--- src/inc/io_space_pkg.sv ---
/*
  Constants, types and decode helpers for the low I/O register space.
  Assumes one core clock and an 8-bit data-space address from the core.
*/
package io_space_pkg;

  ////////////////////////////////////////////////////////////////////////
  // Address map limits
  localparam logic [7:0] IO_LAST     = 8'h3F;  // Top of the I/O instruction range
  localparam logic [7:0] BIT_LAST    = 8'h1F;  // Top of the bit-addressable range
  localparam logic [7:0] DATA_OFFSET = 8'h20;  // I/O address to data address
  localparam logic [7:0] EXT_FIRST   = 8'h60;  // First extended register
  localparam logic [7:0] RESET_VALUE = 8'h00;
  localparam int         IO_REGS     = 64;
  localparam int         FLAG_REGS   = 5;

  // Register indices (I/O addresses)
  localparam logic [5:0] IDX_PIN_B   = 6'h03;
  localparam logic [5:0] IDX_DIR_B   = 6'h04;
  localparam logic [5:0] IDX_OUT_B   = 6'h05;
  localparam logic [5:0] IDX_PIN_C   = 6'h06;
  localparam logic [5:0] IDX_DIR_C   = 6'h07;
  localparam logic [5:0] IDX_OUT_C   = 6'h08;
  localparam logic [5:0] IDX_PIN_D   = 6'h09;
  localparam logic [5:0] IDX_DIR_D   = 6'h0A;
  localparam logic [5:0] IDX_OUT_D   = 6'h0B;
  localparam logic [5:0] IDX_T0_FLG  = 6'h15;
  localparam logic [5:0] IDX_T1_FLG  = 6'h16;
  localparam logic [5:0] IDX_T2_FLG  = 6'h17;
  localparam logic [5:0] IDX_PC_FLG  = 6'h1B;
  localparam logic [5:0] IDX_EXT_FLG = 6'h1C;
  localparam logic [5:0] IDX_EXT_MSK = 6'h1D;
  localparam logic [5:0] IDX_GP0     = 6'h1E;
  localparam logic [5:0] IDX_NV_CTL  = 6'h1F;
  localparam logic [5:0] IDX_NV_DAT  = 6'h20;
  localparam logic [5:0] IDX_NV_ADL  = 6'h21;
  localparam logic [5:0] IDX_NV_ADH  = 6'h22;
  localparam logic [5:0] IDX_PSC_CTL = 6'h23;
  localparam logic [5:0] IDX_T0_CTA  = 6'h24;
  localparam logic [5:0] IDX_T0_CTB  = 6'h25;
  localparam logic [5:0] IDX_T0_CNT  = 6'h26;
  localparam logic [5:0] IDX_T0_CMA  = 6'h27;
  localparam logic [5:0] IDX_T0_CMB  = 6'h28;

  // Implemented bits; everything else reads zero
  localparam logic [7:0] MASK_FULL    = 8'hFF;
  localparam logic [7:0] MASK_PORT_C  = 8'h7F;
  localparam logic [7:0] MASK_T0_FLG  = 8'h07;
  localparam logic [7:0] MASK_T1_FLG  = 8'h27;
  localparam logic [7:0] MASK_T2_FLG  = 8'h07;
  localparam logic [7:0] MASK_PC_FLG  = 8'h07;
  localparam logic [7:0] MASK_EXT     = 8'h03;
  localparam logic [7:0] MASK_NV_CTL  = 8'h3F;
  localparam logic [7:0] MASK_NV_ADH  = 8'h01;
  localparam logic [7:0] MASK_PSC_CTL = 8'h83;
  localparam logic [7:0] MASK_T0_CTA  = 8'hF3;
  localparam logic [7:0] MASK_T0_CTB  = 8'h0F;  // Force bits are strobes, read zero

  ////////////////////////////////////////////////////////////////////////
  // Core operations; each mem form (pointer, absolute, offset) maps to one
  typedef enum logic [3:0] {
    op_none, op_io_read, op_io_write, op_bit_set, op_bit_clear,
    op_skip_high, op_skip_low, op_mem_read, op_mem_write
  } op_t;

  typedef struct packed {
    logic       valid;
    op_t        op;
    logic [7:0] addr;
    logic [2:0] bit_sel;
    logic [7:0] wdata;
  } core_req_t;

  typedef struct packed {
    logic       valid;
    logic       hit;
    logic       ext;
    logic       skip;
    logic [7:0] rdata;
  } core_resp_t;

  typedef struct packed {
    logic       hit;
    logic       ext;
    logic       rd;
    logic       wr;
    logic       set;
    logic       clr;
    logic       test_high;
    logic       test_low;
    logic [5:0] idx;
  } decode_t;

  typedef struct packed {
    logic [7:0] b;
    logic [7:0] c;
    logic [7:0] d;
  } pins_t;

  typedef logic [FLAG_REGS-1:0][7:0] flag_vec_t;

  typedef struct packed {
    logic [7:0] dir_b, out_b, dir_c, out_c, dir_d, out_d;
    logic [7:0] ext_mask, gp0, nv_ctl, nv_dat, nv_adl, nv_adh;
    logic [7:0] psc_ctl, t0_cta, t0_ctb, t0_cnt, t0_cma, t0_cmb;
  } periph_ctrl_t;

  ////////////////////////////////////////////////////////////////////////
  // Writable bits of plain storage registers; zero means not stored
  function automatic logic [7:0] store_mask(input logic [5:0] idx);
    case (idx)
      IDX_DIR_B, IDX_OUT_B, IDX_DIR_D, IDX_OUT_D,
      IDX_GP0, IDX_NV_DAT, IDX_NV_ADL, IDX_T0_CNT,
      IDX_T0_CMA, IDX_T0_CMB: store_mask = MASK_FULL;
      IDX_DIR_C, IDX_OUT_C:   store_mask = MASK_PORT_C;
      IDX_EXT_MSK:            store_mask = MASK_EXT;
      IDX_NV_CTL:             store_mask = MASK_NV_CTL;
      IDX_NV_ADH:             store_mask = MASK_NV_ADH;
      IDX_PSC_CTL:            store_mask = MASK_PSC_CTL;
      IDX_T0_CTA:             store_mask = MASK_T0_CTA;
      IDX_T0_CTB:             store_mask = MASK_T0_CTB;
      default:                store_mask = 8'h00;
    endcase
  endfunction

  // Flag slot to address and implemented bits
  function automatic logic [5:0] flag_idx(input logic [2:0] slot);
    case (slot)
      3'h0:    flag_idx = IDX_T0_FLG;
      3'h1:    flag_idx = IDX_T1_FLG;
      3'h2:    flag_idx = IDX_T2_FLG;
      3'h3:    flag_idx = IDX_PC_FLG;
      default: flag_idx = IDX_EXT_FLG;
    endcase
  endfunction

  function automatic logic [7:0] flag_mask(input logic [2:0] slot);
    case (slot)
      3'h0:    flag_mask = MASK_T0_FLG;
      3'h1:    flag_mask = MASK_T1_FLG;
      3'h2:    flag_mask = MASK_T2_FLG;
      3'h3:    flag_mask = MASK_PC_FLG;
      default: flag_mask = MASK_EXT;
    endcase
  endfunction

  function automatic logic [7:0] bit_onehot(input logic [2:0] sel);
    bit_onehot = 8'h01 << sel;
  endfunction

endpackage

--- src/io_space_register_decode.sv ---
/*
  Low I/O register space of the core: decode, storage, status flags and
  single-bit set, clear and test. Holds ports B/C/D, flag registers, mask,
  general purpose, nonvolatile control, prescaler and timer0 registers.
  Assumes the core presents one request per cycle and takes the answer one
  cycle later; peripherals behind the registers sit outside.
*/
`timescale 1ns/1ns
module io_space_register_decode
  import io_space_pkg::*;
(
  input  wire logic         ref_clk,
  input  wire logic         rst,
  input  wire logic         ce,
  input  wire core_req_t    req,
  output core_resp_t        resp,
  input  wire pins_t        pins_in,
  input  wire flag_vec_t    flag_events,
  output flag_vec_t         flags,
  output periph_ctrl_t      ctrl
);

  ////////////////////////////////////////////////////////////////////////
  // Declarations
  decode_t    dec;
  logic [7:0] store [IO_REGS];
  logic [7:0] cur_byte;
  logic [7:0] bit_mask;
  logic [7:0] byte_wr;
  logic [7:0] clear_vec;
  logic [7:0] st_mask;
  logic       store_we;
  logic       cur_bit;
  logic       next_skip;
  logic [7:0] next_rdata;
  flag_vec_t  flag_clr;

  ////////////////////////////////////////////////////////////////////////
  // Address decode
  io_addr_decode u_decode (
    .req (req),
    .dec (dec)
  );

  ////////////////////////////////////////////////////////////////////////
  // Read selection; unmapped indices and unimplemented bits give zero
  function automatic logic [7:0] read_reg(input logic [5:0] idx);
    case (idx)
      IDX_PIN_B:   read_reg = pins_in.b;
      IDX_PIN_C:   read_reg = pins_in.c & MASK_PORT_C;
      IDX_PIN_D:   read_reg = pins_in.d;
      IDX_T0_FLG:  read_reg = flags[0];
      IDX_T1_FLG:  read_reg = flags[1];
      IDX_T2_FLG:  read_reg = flags[2];
      IDX_PC_FLG:  read_reg = flags[3];
      IDX_EXT_FLG: read_reg = flags[4];
      default:     read_reg = store[idx] & store_mask(idx);
    endcase
  endfunction

  // Current content of the addressed register; a process, so that changes
  // of storage and flags seen only inside the function still wake it
  always_comb begin
    cur_byte = read_reg(dec.idx);
  end
  assign cur_bit  = cur_byte[req.bit_sel];

  ////////////////////////////////////////////////////////////////////////
  // Write data; a bit op rebuilds the byte from the current content
  assign bit_mask = bit_onehot(req.bit_sel);
  assign byte_wr  = dec.set ? (cur_byte | bit_mask)
                  : dec.clr ? (cur_byte & ~bit_mask)
                  : req.wdata;

  // Flag clears: only a written one counts, a bit set only its own bit, a bit clear none
  assign clear_vec = dec.set ? bit_mask
                   : dec.clr ? 8'h00
                   : req.wdata;

  // Storage write enable; reserved and read-only places absorb writes
  assign st_mask  = store_mask(dec.idx);
  assign store_we = dec.wr && (st_mask != 8'h00);

  ////////////////////////////////////////////////////////////////////////
  // Status flag registers, one bank per flag address
  for (genvar g = 0; g < FLAG_REGS; g++) begin : flag_gen
    wire flag_hit = dec.wr && dec.idx == flag_idx(3'(g));
    assign flag_clr[g] = flag_hit ? clear_vec : 8'h00;

    w1c_flag_bank u_bank (
      .ref_clk (ref_clk),
      .rst     (rst),
      .ce      (ce),
      .mask    (flag_mask(3'(g))),
      .set     (flag_events[g]),
      .clr     (flag_clr[g]),
      .q       (flags[g])
    );
  end

  ////////////////////////////////////////////////////////////////////////
  // Plain storage registers; only implemented bits change
  always_ff @(posedge ref_clk or posedge rst) begin
    if (rst) begin
      for (int i = 0; i < IO_REGS; i++) begin
        store[i] <= RESET_VALUE;
      end
    end else if (ce && store_we) begin
      store[dec.idx] <= (store[dec.idx] & ~st_mask) | (byte_wr & st_mask);
    end
  end

  ////////////////////////////////////////////////////////////////////////
  // Answer data; reads have no side effect on any register
  assign next_rdata = dec.rd ? cur_byte : 8'h00;
  assign next_skip  = dec.test_high ? cur_bit
                    : dec.test_low ? ~cur_bit
                    : 1'b0;

  // Answer register, one cycle after the request
  always_ff @(posedge ref_clk or posedge rst) begin
    if (rst) begin
      resp <= '0;
    end else if (ce) begin
      resp.valid <= req.valid;
      resp.hit   <= dec.hit;
      resp.ext   <= dec.ext;
      resp.skip  <= next_skip;
      resp.rdata <= next_rdata;
    end
  end

  ////////////////////////////////////////////////////////////////////////
  // Control outputs straight from the storage flops
  assign ctrl.dir_b    = store[IDX_DIR_B];
  assign ctrl.out_b    = store[IDX_OUT_B];
  assign ctrl.dir_c    = store[IDX_DIR_C];
  assign ctrl.out_c    = store[IDX_OUT_C];
  assign ctrl.dir_d    = store[IDX_DIR_D];
  assign ctrl.out_d    = store[IDX_OUT_D];
  assign ctrl.ext_mask = store[IDX_EXT_MSK];
  assign ctrl.gp0      = store[IDX_GP0];
  assign ctrl.nv_ctl   = store[IDX_NV_CTL];
  assign ctrl.nv_dat   = store[IDX_NV_DAT];
  assign ctrl.nv_adl   = store[IDX_NV_ADL];
  assign ctrl.nv_adh   = store[IDX_NV_ADH];
  assign ctrl.psc_ctl  = store[IDX_PSC_CTL];
  assign ctrl.t0_cta   = store[IDX_T0_CTA];
  assign ctrl.t0_ctb   = store[IDX_T0_CTB];
  assign ctrl.t0_cnt   = store[IDX_T0_CNT];
  assign ctrl.t0_cma   = store[IDX_T0_CMA];
  assign ctrl.t0_cmb   = store[IDX_T0_CMB];

endmodule // io_space_register_decode

--- src/io_addr_decode.sv ---
/*
  Address decoder: turns one core request into a register index and flags.
  Assumes the request is stable for the cycle in which valid is high.
*/
`timescale 1ns/1ns
module io_addr_decode
  import io_space_pkg::*;
(
  input  core_req_t req,
  output decode_t   dec
);

  ////////////////////////////////////////////////////////////////////////
  // Operation classes
  wire       is_io   = req.op == op_io_read || req.op == op_io_write;
  wire       is_test = req.op == op_skip_high || req.op == op_skip_low;
  wire       is_bitw = req.op == op_bit_set || req.op == op_bit_clear;
  wire       is_mem  = req.op == op_mem_read || req.op == op_mem_write;

  // Range checks; mem below the offset belongs to the core register file
  wire       io_ok   = is_io && req.addr <= IO_LAST;
  wire       bit_ok  = (is_test || is_bitw) && req.addr <= BIT_LAST;
  wire       mem_io  = is_mem && req.addr >= DATA_OFFSET && req.addr < EXT_FIRST;
  wire       mem_ext = is_mem && req.addr >= EXT_FIRST;
  wire [7:0] mem_rel = req.addr - DATA_OFFSET;
  wire       hit     = req.valid && (io_ok || bit_ok || mem_io);

  // Decoded request
  assign dec.hit       = hit;
  assign dec.ext       = req.valid && mem_ext;
  assign dec.idx       = mem_io ? mem_rel[5:0] : req.addr[5:0];
  assign dec.rd        = hit && (req.op == op_io_read || req.op == op_mem_read || is_test);
  assign dec.wr        = hit && (req.op == op_io_write || req.op == op_mem_write || is_bitw);
  assign dec.set       = hit && req.op == op_bit_set;
  assign dec.clr       = hit && req.op == op_bit_clear;
  assign dec.test_high = hit && req.op == op_skip_high;
  assign dec.test_low  = hit && req.op == op_skip_low;

endmodule // io_addr_decode

--- src/w1c_flag_bank.sv ---
/*
  One 8-bit status flag register: hardware sets, a written one clears.
  Assumes set pulses are synchronous to ref_clk.
*/
`timescale 1ns/1ns
module w1c_flag_bank
  import io_space_pkg::*;
(
  input  wire logic       ref_clk,
  input  wire logic       rst,
  input  wire logic       ce,
  input  wire logic [7:0] mask,
  input  wire logic [7:0] set,
  input  wire logic [7:0] clr,
  output logic      [7:0] q
);

  // A set in the same cycle as its clear wins, so no event is lost
  wire [7:0] next_q = ((q & ~clr) | set) & mask;

  ////////////////////////////////////////////////////////////////////////
  // Flag storage
  always_ff @(posedge ref_clk or posedge rst) begin
    if (rst) begin
      q <= RESET_VALUE;
    end else if (ce) begin
      q <= next_q;
    end
  end

endmodule // w1c_flag_bank

--- config.mk ---
export PLATFORM = sky130hd
export DESIGN_NAME = io_space_register_decode
export DESIGN_NICKNAME = d
export VERILOG_FILES = /design/src/inc/io_space_pkg.sv /design/src/io_space_register_decode.sv /design/src/io_addr_decode.sv /design/src/w1c_flag_bank.sv
export SDC_FILE = /design/constraint.sdc
export NUM_CORES = 1
export LEC_CHECK = 0
export BUFFER_PORTS_ARGS = -buffer_cell sky130_fd_sc_hd__buf_4
export CAP_MARGIN = 20
export CORE_MARGIN = 2
export CORE_UTILIZATION = 53
export CTS_CLUSTER_SIZE = 16
export DETAILED_ROUTE_END_ITERATION = 8
export PLACE_DENSITY = 0.75
export SETUP_SLACK_MARGIN = 0.5
export SLEW_MARGIN = 20
export SYNTH_ARGS = -nofsm -noshare
export SYNTH_HDL_FRONTEND = slang
export SYNTH_HIERARCHICAL = 1
export SYNTH_SLANG_ARGS = --single-unit
--- constraint.sdc ---
create_clock -name ref_clk -period 16.9 [get_ports ref_clk]
set_input_delay 3.38 -clock ref_clk [delete_from_list [all_inputs] [get_ports ref_clk]]
set_output_delay 3.38 -clock ref_clk [all_outputs]
set_load 0.1 [all_outputs]
== Word level (Yosys, flattened, before mapping) ==
Memories as Yosys holds them, arrays and structs flattened.
Cells that the tools add are included.
Widths: inputs -> output; s select.

* Bits in registers: 539
* Memory bits (read-only): 1,024
* Input port bits: 91
* Logic and storage cells: 184
* Memories kept: 2

* $add $sub $neg: 1
* $lt $le $gt $ge: 8
* Equality and inequality tests: 16
* Shift-type cells: 1
* Multiplexer cells: 23
* Bitwise logic cells: 25
* Reduce and logical (&&, ||, !) cells: 34

{| class="wikitable"
|+ Memory list
! memory !! words !! width !! rd ports !! clocked after memory_dff !! write ports !! RTL line !! source
|-
| (name not given) || 64 || 8 || 1 || 0 || 0 || io_space_pkg.sv:111 || <nowiki>case (idx)</nowiki>
|-
| (name not given) || 64 || 8 || 1 || 0 || 0 || io_space_pkg.sv:111 ||
|}

{| class="wikitable"
|+ Operator list
! operator !! number
|-
| $bwmux 512 || 1
|-
| $pmux 8 s8 || 1
|-
| $mux 8 || 7
|-
| $bmux 8 s6 || 1
|-
| $demux 8 s6 || 1
|-
| $and 8x8->8 || 4
|-
| $eq 6x5->1 const B || 5
|-
| $mux 6 || 4
|-
| $logic_and 1x1->1 || 21
|-
| $eq 4x3->1 const B || 4
|-
| $not 8->8 || 2
|-
| $or 8x8->8 || 2
|-
| $logic_or 1x1->1 || 11
|-
| $and 3x3->3 || 3
|-
| $mux 3 || 3
|-
| $not 3->3 || 3
|-
| $or 3x3->3 || 3
|-
| $eq 4x2->1 const B || 2
|-
| $ge 8x6->1 const B || 1
|-
| $ge 8x7->1 const B || 1
|-
| $le 8x5->1 const B || 1
|-
| $le 8x6->1 const B || 1
|-
| $lt 8x7->1 const B || 1
|-
| $reduce_bool 8->1 || 1
|-
| 22 further kinds || 24
|}

== Longest topological paths before layout ==
Gate-level depths: netlist of the first run.

* Word-level depth: 17
* Gate-level depth with buffers: 18
* Mapped depth without buffers: 12

== Hierarchy ==
The synthesis of the first run kept the hierarchy.

{| class="wikitable"
|+ Modules (own cells, without submodules)
! module !! instances !! cells each !! area an instance (µm²) !! sequential area each (µm²)
|-
| io_space_register_decode || 1 || 1,701 || 21,144.0 || 11,711.2
|-
| w1c_flag_bank || 5 || 34 || 372.9 || 200.2
|-
| io_addr_decode || 1 || 41 || 316.6 || 0.0
|}

== Worst setup path after synthesis of the first run ==
Ideal clock, no wire load.

* Path kind: input port to flip-flop
* Start: input req[19] (netlist bit)
* End: register store (netlist bit ctrl[100])
* Arrival: 6.457 ns
* Required time: 16.775 ns
* Slack: 10.318 ns
* Stages: 14
* Path buffers: 3
* Cell sequence: buf_6 -> and4b_4 -> o21ai_0 -> mux2_2 -> buf_6 -> and3b_1 -> o21ai_0 -> a21boi_1 -> or2_2 -> buf_2 -> nand3_1 -> nor3_1 -> nor3b_2 -> mux2_2

{| class="wikitable"
|+ RTL lines
! what !! RTL line !! source
|-
| from (decl) || io_space_register_decode.sv:15 || <nowiki>input wire core_req_t req,</nowiki>
|-
| to (signal, indexed assignment) || io_space_register_decode.sv:109 || <nowiki>store[dec.idx] <= (store[dec.idx] & ~st_mask) | (byte_wr & st_mask);</nowiki>
|-
| to (decl) || io_space_register_decode.sv:26 || <nowiki>logic [7:0] store [IO_REGS];</nowiki>
|}

==> results of run 1 <==
==> where the power goes <==
group / leakage [nW] / switching [W] / internal [W]
clock: 0.887 / 0.000511 / 0.000710
sequential: 7.03 / 0.0000144 / 0.00123
combinational: 4.74 / 0.000219 / 0.0000733
total: 12.7 / 0.000744 / 0.00201
==> critical path, stage by stage <==
cell                       delay [ns]
sky130_fd_sc_hd__buf_4           0.16
sky130_fd_sc_hd__nor4b_4         0.37
sky130_fd_sc_hd__o21ai_0         0.16
sky130_fd_sc_hd__mux2_2          0.67
sky130_fd_sc_hd__nand2b_1        0.83
sky130_fd_sc_hd__nor4_1          0.13
sky130_fd_sc_hd__buf_4           0.22
sky130_fd_sc_hd__a222oi_1        0.33
sky130_fd_sc_hd__and4_1          0.28
sky130_fd_sc_hd__o21ai_0         0.21
sky130_fd_sc_hd__o21ai_0         0.22
sky130_fd_sc_hd__nand3_1         0.57
sky130_fd_sc_hd__mux2_2          0.53
==> cells by family after synthesis <==
logic type / Yosys count
other cells: 2
xor+xnor: 1
compound gates: 283
simple gates: 207
buf+inv: 638
flops: 508
mux: 273
==> cell type report <==
class                      instances  area (um^2)
clock buffer                      60         1360
clock inverter                    36          484
fill                            3282        17700
inverter                          63          240
multi-input combinational        844         7680
sequential                       508        12700
tap                              585          732
timing repair buffer             309         2360
==> routing by layer <==
metal | vias to the layer above | global-route usage [%]
met5 | - | 0
met4 | 0 | 10.2
met3 | 128 | 8.10
met2 | 650 | 39.4
met1 | 7023 | 36.0
li1 | 6013 | -
==> state kept, by name (all words and copies together), names as in the netlist <==
signal	count
store	312
resp	12
flag_gen.u_bank/q	40
ctrl	144
==> how the worst min path moves through the flow <==
| stage | from | endpoint | slack (ns) | cells past startpoint |
|---|---|---|---|---|
| 6_report | store[302] | store[302] | 0.37 | 0 |
| 2_1_floorplan | store[160] | store[160] | 0.42 | 1 |
| 3_5_place_dp | store[390] | store[390] | 0.36 | 0 |
| 4_1_cts | store[390] | store[390] | 0.37 | 0 |
| 5_1_grt | store[137] | store[137] | 0.38 | 0 |
| 3_3_place_gp | store[162] | store[162] | 0.36 | 0 |
==> layout by cell type (no fill, tap or decap), drive strengths merged, types with 11 or more instances in the layout <==
| cell | count |
|---|---|
| nand3 | 14 |
| nor2 | 76 |
| conb | 80 |
| mux2 | 125 |
| a22oi | 20 |
| clkinv | 19 |
| nor3 | 11 |
| buf | 309 |
| dfrtp | 508 |
| clkbuf | 60 |
| o21ai | 62 |
| mux4 | 93 |
| a222oi | 13 |
| inv | 64 |
| nand2 | 33 |
| mux2i | 55 |
| o22ai | 22 |
| a21oi | 48 |
| a32o | 40 |
==> stage by stage <==
stage,instances,setup slack [ns]
after floorplan,1990,7.18
after global placement,2308,8.90
after detailed placement,2308,8.81
after CTS,2404,9.40
after global routing,2405,9.02
final,2405,9.29
==> run_results.csv, run 1 <==
group,metric,value,unit
run_status,status,"complete, no violations",
global_routing,number_of_global_route_vias_before_repair,14200,
yosys,biggest_area_consumer_among_synthesized_cells,"sky130_fd_sc_hd__dfrtp_1",
worst_setup_path,crit_required,17.38,ns
route,drcViolationCount,0,
cts,clock_pin_slew_worst_setup_and_hold_paths,0.06,ns
route,dr_wl_met3,5.71,mm
yosys,synth.area.top_cells,"sky130_fd_sc_hd__dfrtp_1 55%, sky130_fd_sc_hd__mux4_2 7.0%, sky130_fd_sc_hd__mux2_2 5.9%",
worst_setup_path,r2r.worst_path.cells,8,
yosys,synth_common_cells,"508 x sky130_fd_sc_hd__dfrtp_1, 360 x sky130_fd_sc_hd__clkbuf_1, 167 x sky130_fd_sc_hd__buf_4",
yosys,synth.yosys.seq_area_share,54.5,%
power_and_ir_drop,vdd.ir_drop.worst,0.0933,mV
die,fp-row-count,76,
global_routing,antenna_violations_before_repair,1,
power_and_ir_drop,power.leakage,12.7,nW
yosys,synth-simple-area-share,4.78,%
placed_design,postPlaceCellArea,23700,um^2
die,die_area,45700,um^2
cts,cts-root-buf,"sky130_fd_sc_hd__clkbuf_16",
route,top_layer,"met4",
timing,final-hold-violation-count,0,
timing,post-route-period-util,45.1,%
cts,clkLatencyLatePin,0.63,ns
placed_design,port_buffer_count,285,
yosys,number_of_enable_flip_flop_cells_after_synthesis,0,
global_routing,grtUsageTotal,26.2,%
timing,fin_setup_tns,0,ns
yosys,post_synth_mux_area_share,17.8,%
final_layout,final_cell_area,25600,um^2
route,vias_cell,5.74,
timing,timing.clock.skew,0.0337,ns
cts,setup_bufs_post_cts,0,
cts,cts_htree_levels,2,
worst_setup_path,path_max_fanout,33,
cts,post_cts_hold_buffer_count,0,
die,core_region_area,43300,um^2
final_layout,post-route-util,59.1,%
cts,post_cts_resize_count,0,
worst_setup_path,rr_startpoint,"ctrl[37]",
route,routedLengthMet1,24.7,mm
timing,max_slew.worst_pin.slew,1.13,ns
global_routing,wire_length_of_the_first_global_routing_pass,88.4,mm
cts,max_buffers_root_to_sink,3,
worst_setup_path,regToRegSetupSlack,13.34,ns
route,met2WireLength,26.9,mm
die,io_pins,287,
yosys,netlist_area_pre_place,23300,um^2
timing,final_slew_viol_count,0,
yosys,number_of_synthesized_register_bits,508,
cts,cts_made_buffers,51,
yosys,synth_ff_type,"sky130_fd_sc_hd__dfrtp_1",
flow_run,max_cap_viol,0,
final_layout,post_route_cells_drive_above_1_share,35.1,%
route,detailedRoute.firstPassIterationCount,8,
final_layout,layout-area-overhead-vs-synth,9.61,%
placed_design,gp_routability_congestion,0.906,
placed_design,place.detailed.hpwl,40.5,mm
cts,tritoncts,"built",
yosys,synth_compound_area_share,8.99,%
yosys,async_reset_ff_share,100,%
die,die_x,214,um
yosys,synth.most_common_cell,"sky130_fd_sc_hd__dfrtp_1",
global_routing,grt_start_max_net_pins,190,
cts,tritoncts_num_sinks,508,
die,start_util,53.9,%
yosys,synthDistinctLibCells,89,
route,avgRoutedWirePerCell,24.7,um
route,drt-initial-drc-count,1355,
worst_setup_path,timing.setup.critical_path_class,"in2reg",
timing,final-setup-viol-count,0,
yosys,yosys.area_share.adder,0,%
worst_setup_path,crit_end,"ctrl[115]",
final_layout,finish.net_count,1868,
worst_setup_path,cp-start-kind,"primary input",
die,chipHeight,214,um
route,postRouteAntennaNets,0,
timing,layout_min_cycle_time,7.61,ns
route,wl,59.4,mm
yosys,yosysWarnings,6,
hold_path,min-delay-path-class,"reg2reg",
worst_setup_path,arrival_time_worst_endpoint,8.10,ns
yosys,postSynthCellCount,1912,
power_and_ir_drop,post-layout-total-power,0.00276,W
power_and_ir_drop,power.density_cell_area,108,nW/um^2
yosys,synth_largest_type_area_fraction,54.5,%
timing,grt_setup_unrepaired,"false",
yosys,synth_top_family_by_area,"multiplexers",
yosys,avgSynthCellArea,12.2,um^2
route,route.vias.total,13800,
worst_setup_path,crit_start,"req[20]",
worst_setup_path,timing.rr.end,"ctrl[117]",
final_layout,antenna-diode-count,0,
timing,slew_headroom,24.4,%
worst_setup_path,worst_setup_path_end_kind,"register",
yosys,synth-xor-area-share,0.0375,%
timing,highest_achievable_clock_rate,0.131,GHz
timing,final.hold.worst_slack,0.368,ns
global_routing,overflow,0,
(Power assumes the default switching activity.)
==> run 2, diff against run 1 <==
==> constraint.sdc (replaced) <==
create_clock -name ref_clk -period 6.45 [get_ports ref_clk]
set_input_delay 1.29 -clock ref_clk [delete_from_list [all_inputs] [get_ports ref_clk]]
set_output_delay 1.29 -clock ref_clk [all_outputs]
set_load 0.1 [all_outputs]
==> run 2 against run 1 <==
Against the previous run:
- clock power grew to 2.6 times the previous value
- final area is 0.51% higher
- clock skew is 0.0035 ns lower
- core utilization is 0.30 points higher
- worst hold slack worse by 0.0017 ns
- critical path type unchanged
- setup slack worse by 8.0 ns
- first-iteration DRC count is 1.6% lower
- sequential cell count stayed put
- largest power group unchanged
==> run_results.csv, run 2 (synthesis results as in run 1) <==
group,metric,value,unit
worst_setup_path,timing.setup.critical_path_class,"in2reg",
worst_setup_path,critical-path-top-delay-family,"compound AO/OA/AOI/OAI gates",
worst_setup_path,critPathSlowestCell,"sky130_fd_sc_hd__a21oi_1",
worst_setup_path,worstPathCellList,"buf_4, nor4b_4, o21ai_0, mux2_2, buf_4, nand2b_1, nor4_2, a222oi_1, nand3_1, a31oi_1, o21ai_0, a22oi_1, a21oi_1, mux2_2",
cts,max_buffers_root_to_sink,3,
timing,post-route-period-util,80.8,%
worst_setup_path,rr_startpoint,"ctrl[14]",
hold_path,min-delay-path-class,"reg2reg",
power_and_ir_drop,power.leakage,12.8,nW
final_layout,largest_reg_flops,312,
route,avgRoutedWirePerCell,24.4,um
final_layout,post_route_cells_drive_above_1_share,35.3,%
worst_setup_path,cp-start-kind,"primary input",
worst_setup_path,cp_num_cells,14,
worst_setup_path,crit_start,"req[20]",
worst_setup_path,crit_required,6.98,ns
placed_design,place.detailed.hpwl,41.5,mm
global_routing,wire_length_of_the_first_global_routing_pass,87.8,mm
timing,final_slew_viol_count,0,
placed_design,gp_routability_congestion,0.920,
final_layout,final_cell_count_no_fill,2420,
worst_setup_path,worstPathBufferInverterCount,2,
worst_setup_path,arrival_time_worst_endpoint,5.74,ns
timing,highest_achievable_clock_rate,0.192,GHz
die,io_pins,287,
die,fp-row-count,76,
flow_run,max_cap_viol,0,
worst_setup_path,worst_setup_path_end_kind,"register",
worst_setup_path,path_max_fanout,18,
die,chipHeight,214,um
cts,tritoncts,"built",
power_and_ir_drop,vdd.ir_drop.worst,0.203,mV
final_layout,layout_commonest_cell,"sky130_fd_sc_hd__dfrtp_1",
global_routing,number_of_global_route_vias_before_repair,14000,
die,die_area,45700,um^2
die,core_region_area,43300,um^2
global_routing,grtUsageTotal,26.2,%
cts,clkLatencyLatePin,0.62,ns
timing,slew_headroom,26.2,%
route,wl,59.1,mm
cts,clock_pin_slew_worst_setup_and_hold_paths,0.06,ns
route,detailedRoute.firstPassIterationCount,5,
final_layout,layout-area-overhead-vs-synth,10.2,%
power_and_ir_drop,power.density_cell_area,279,nW/um^2
cts,cts-root-buf,"sky130_fd_sc_hd__clkbuf_16",
route,drcViolationCount,0,
worst_setup_path,slowest_delay,0.91,ns
route,route.vias.total,13700,
worst_setup_path,regToRegSetupSlack,3.14,ns
global_routing,overflow,0,
die,die_x,214,um
cts,tritoncts_num_sinks,508,
global_routing,grt_start_max_net_pins,141,
final_layout,regMostFlops,"store",
route,drt-initial-drc-count,1333,
final_layout,antenna-diode-count,0,
final_layout,finish.net_count,1885,
cts,post_cts_resize_count,0,
worst_setup_path,r2r.worst_path.cells,9,
cts,post_cts_hold_buffer_count,0,
placed_design,dpl.cell_count,2325,
timing,final-setup-viol-count,0,
route,postRouteAntennaNets,0,
timing,layout_min_cycle_time,5.21,ns
cts,cts_made_buffers,51,
timing,final-hold-violation-count,0,
timing,final.hold.worst_slack,0.367,ns
cts,cts_htree_levels,2,
global_routing,antenna_violations_before_repair,0,
die,start_util,53.9,%
cts,setup_bufs_post_cts,0,
worst_setup_path,timing.rr.end,"ctrl[70]",
timing,grt_setup_unrepaired,"false",
route,vias_cell,5.68,
timing,max_slew.worst_pin.slew,1.11,ns
placed_design,port_buffer_count,285,
worst_setup_path,crit_end,"ctrl[70]",
run_status,status,"complete, no violations",
final_layout,layout.cells.most_common_list,"508 x sky130_fd_sc_hd__dfrtp_1, 319 x sky130_fd_sc_hd__buf_4, 122 x sky130_fd_sc_hd__mux2_2, 80 x sky130_fd_sc_hd__conb_1, 74 x sky130_fd_sc_hd__nor2_1",
timing,timing.clock.skew,0.0302,ns
## run 2: cell types whose count changed in the layout (fill, tap and decap cells not counted), moves of 2 or more
cell	change
sky130_fd_sc_hd__clkinv_4	-2
sky130_fd_sc_hd__inv_6	-2
sky130_fd_sc_hd__clkbuf_1	+4
sky130_fd_sc_hd__clkinv_2	-2
sky130_fd_sc_hd__bufinv_16	-2
sky130_fd_sc_hd__buf_12	+5
sky130_fd_sc_hd__clkinvlp_4	-5
sky130_fd_sc_hd__clkbuf_8	+8
sky130_fd_sc_hd__buf_4	+14
## run 2: worst register-to-register path, delay by kind of cell (launching register included)
family	cells	cell delay, ns
compound gates	6	1.54
flops	1	0.40
mux	3	1.27
## run 2: per-layer routing
metal	wire length (um)	vias to the layer above	track usage, %
met5	0	-	0
met4	1750	0	8.98
met3	5250	109	7.21
met2	27400	625	40.0
met1	24700	6953	36.5
li1	-	6050	-
## run 2: final cells by class
type | instances | area [um^2]
Inverter | 63 | 240
Clock inverter | 22 | 334
Sequential cell | 508 | 12700
Tap cell | 585 | 732
Timing Repair Buffer | 326 | 2530
Fill cell | 3313 | 17600
Multi-Input combinational cell | 844 | 7670
Clock buffer | 72 | 1490
## run 2: where the power goes
group / switching, W / total (W) / leakage, nW / internal (W)
combinational: 0.000571 / 0.000771 / 4.84 / 0.000200
clock: 0.00128 / 0.00315 / 0.892 / 0.00186
sequential: 0.0000374 / 0.00326 / 7.03 / 0.00322
total: 0.00189 / 0.00718 / 12.8 / 0.00528
## run 2: worst min path at each step
| stage | startpoint | to | slack, ns | cells past startpoint |
|---|---|---|---|---|
| 5_1_grt | store[178] | store[178] | 0.38 | 0 |
| 3_3_place_gp | store[174] | store[174] | 0.36 | 0 |
| 2_1_floorplan | store[160] | store[160] | 0.42 | 1 |
| 3_5_place_dp | store[166] | store[166] | 0.36 | 0 |
| 6_report | store[170] | store[170] | 0.37 | 0 |
| 4_1_cts | store[170] | store[170] | 0.37 | 0 |
## run 2: metrics by stage
step,cell area [um^2],power [W],setup TNS [ns],util [%],worst slack [ns]
2_1_floorplan,23600,0.00386,-550.78,-,-1.18
3_3_place_gp,23900,0.00407,0,55.1,0.935
3_5_place_dp,23900,0.00408,0,55.1,0.774
4_1_cts,25700,0.00722,0,59.3,1.34
5_1_grt,25700,0.00740,0,59.4,1.05
6_report,25700,0.00718,0,59.4,1.24
==> run 3, diff against run 2 <==
==> constraint.sdc (replaced) <==
create_clock -name ref_clk -period 4.3 [get_ports ref_clk]
set_input_delay 0.86 -clock ref_clk [delete_from_list [all_inputs] [get_ports ref_clk]]
set_output_delay 0.86 -clock ref_clk [all_outputs]
set_load 0.1 [all_outputs]
==> run 3 against run 2 <==
Against the previous run:
- via count rose by 2.6%
- first-iteration DRC count rose by 5.8%
- sequential power rose by 50%
- core utilization rose by 2.2 points
- clock-buffer cell count fell by 5
- global-route usage rose by 0.23 points
- critical path depth rose by 2
- worst hold slack got worse by 0.11 ns
- critical path type unchanged
- largest cell class unchanged
- largest power group unchanged
==> run_results.csv, run 3 (synthesis results as in run 1) <==
group,metric,value,unit
run_status,status,"complete, no violations",
route,postRouteAntennaNets,0,
route,route.vias.total,14100,
cts,cts_made_buffers,49,
timing,slew_headroom,32.7,%
global_routing,overflow,0,
timing,max_slew.worst_pin.slew,1.00,ns
cts,max_buffers_root_to_sink,3,
timing,highest_achievable_clock_rate,0.271,GHz
power_and_ir_drop,power.leakage,13.3,nW
final_layout,layout_commonest_cell,"sky130_fd_sc_hd__dfrtp_1",
route,wl,59.9,mm
die,core_region_area,43300,um^2
die,fp-row-count,76,
timing,grt_setup_unrepaired,"false",
worst_setup_path,cp-start-kind,"primary input",
final_layout,regMostFlops,"store",
final_layout,finish.net_count,1968,
global_routing,wire_length_of_the_first_global_routing_pass,89.0,mm
timing,worst_slack,0.603,ns
global_routing,antenna_violations_before_repair,1,
worst_setup_path,arrival_time_worst_endpoint,4.13,ns
timing,post-route-period-util,86.0,%
worst_setup_path,crit_required,4.74,ns
timing,final-setup-viol-count,0,
cts,cts-root-buf,"sky130_fd_sc_hd__clkbuf_16",
cts,clkLatencyLatePin,0.61,ns
die,chipHeight,214,um
cts,clock_pin_slew_worst_setup_and_hold_paths,0.06,ns
timing,final-hold-violation-count,0,
power_and_ir_drop,vdd.ir_drop.worst,0.305,mV
placed_design,place.detailed.hpwl,43.3,mm
route,drt-initial-drc-count,1410,
cts,tritoncts_num_sinks,508,
global_routing,grt_start_max_net_pins,96,
placed_design,dp_worst_setup_slack,-0.211,ns
timing,final.hold.worst_slack,0.259,ns
cts,tritoncts,"built",
final_layout,largest_reg_flops,312,
die,start_util,53.9,%
cts,cts_htree_levels,2,
timing,layout_min_cycle_time,3.70,ns
worst_setup_path,worst_setup_path_end_kind,"register",
worst_setup_path,timing.setup.critical_path_class,"in2reg",
route,detailedRoute.firstPassIterationCount,5,
power_and_ir_drop,power.density_cell_area,402,nW/um^2
die,die_area,45700,um^2
route,vias_cell,5.63,
timing,final_slew_viol_count,0,
timing,timing.clock.skew,0.0207,ns
placed_design,port_buffer_count,285,
worst_setup_path,regToRegSetupSlack,1.07,ns
flow_run,max_cap_viol,0,
final_layout,layout.area.seq,12700,um^2
hold_path,min-delay-path-class,"in2async",
final_layout,post_route_cells_drive_above_1_share,38.5,%
placed_design,dpl.cell_count,2407,
global_routing,number_of_global_route_vias_before_repair,14400,
route,avgRoutedWirePerCell,23.9,um
final_layout,layout.cells.most_common_list,"508 x sky130_fd_sc_hd__dfrtp_1, 384 x sky130_fd_sc_hd__buf_4, 116 x sky130_fd_sc_hd__mux2_2, 80 x sky130_fd_sc_hd__conb_1, 74 x sky130_fd_sc_hd__nor2_1",
final_layout,final_cell_count_no_fill,2503,
power_and_ir_drop,post-layout-total-power,0.0107,W
die,io_pins,287,
final_layout,fill_cells,3171,
die,die_x,214,um
final_layout,layout-area-overhead-vs-synth,14.3,%
route,drcViolationCount,0,
final_layout,multi_input_area,7820,um^2
worst_setup_path,path_max_fanout,16,
placed_design,gp_routability_congestion,0.920,
global_routing,grtUsageTotal,26.4,%
==> run 3: path summary, 6_finish.rpt <==
check                           start                      end  cells past startpoint
max reg2reg                 ctrl[100]                  ctrl[4]                     10
min in group ref_clk       store[484]               store[484]                      0
max in group asynchronous         rst                ctrl[108]                      4
min reg2reg                store[484]               store[484]                      0
min                               rst  flag_gen[3].u_bank/q[0]                      2
max                           req[21]                  resp[8]                     16
==> run 3: report_power, final <==
| group | internal [W] | switching [W] | total (W) |
|---|---|---|---|
| Clock | 0.00267 | 0.00190 | 0.00457 |
| Sequential | 0.00483 | 0.0000580 | 0.00489 |
| Combinational | 0.000369 | 0.000882 | 0.00125 |
| Total | 0.00787 | 0.00284 | 0.0107 |
==> run 3: timing repair <==
action	CTS	global route
setup buffers	0	3
hold buffers	0	0
pin swaps	0	5
setup endpoints to repair	1	46
gates resized for setup	2	10
gates cloned	0	1
==> run 3: through the flow <==
step	TNS, ns	utilization [%]	instance area, um^2
2_1_floorplan	-1355.74	-	23700
3_3_place_gp	-0.195	57.4	24800
3_5_place_dp	-1.21	57.4	24800
4_1_cts	0	61.4	26500
5_1_grt	0	61.6	26700
6_report	0	61.6	26700
==> run 3: worst max-delay path: stages <==
cell and delay, ns:
sky130_fd_sc_hd__buf_4 0.13, sky130_fd_sc_hd__nor4b_4 0.29, sky130_fd_sc_hd__o21ai_1 0.13, sky130_fd_sc_hd__mux2_4 0.36, sky130_fd_sc_hd__buf_12 0.16, sky130_fd_sc_hd__or2_2 0.39, sky130_fd_sc_hd__buf_4 0.18, sky130_fd_sc_hd__nor2_1 0.15
sky130_fd_sc_hd__a22oi_1 0.12, sky130_fd_sc_hd__o211ai_1 0.23, sky130_fd_sc_hd__a311o_1 0.27, sky130_fd_sc_hd__a32oi_2 0.11, sky130_fd_sc_hd__a211oi_2 0.29, sky130_fd_sc_hd__buf_4 0.17, sky130_fd_sc_hd__mux2i_1 0.19, sky130_fd_sc_hd__a21oi_1 0.08
==> run 3: metal layers <==
layer | track usage, % | vias to the layer above | wire [um]
met4 | 8.74 | 0 | 1800
met5 | 0 | - | 0
met3 | 7.67 | 112 | 5360
met2 | 40.2 | 654 | 27100
li1 | - | 6223 | -
met1 | 36.8 | 7100 | 25600
==> run 3: layout make-up <==
class / count / share of cell area (%)
Inverter: 63 / 0.901
Clock inverter: 24 / 1.36
Clock buffer: 67 / 5.12
Tap cell: 585 / 2.75
Antenna cell: 1 / 0.00939
Timing Repair Buffer: 411 / 12.8
Multi-Input combinational cell: 844 / 29.3
Sequential cell: 508 / 47.7
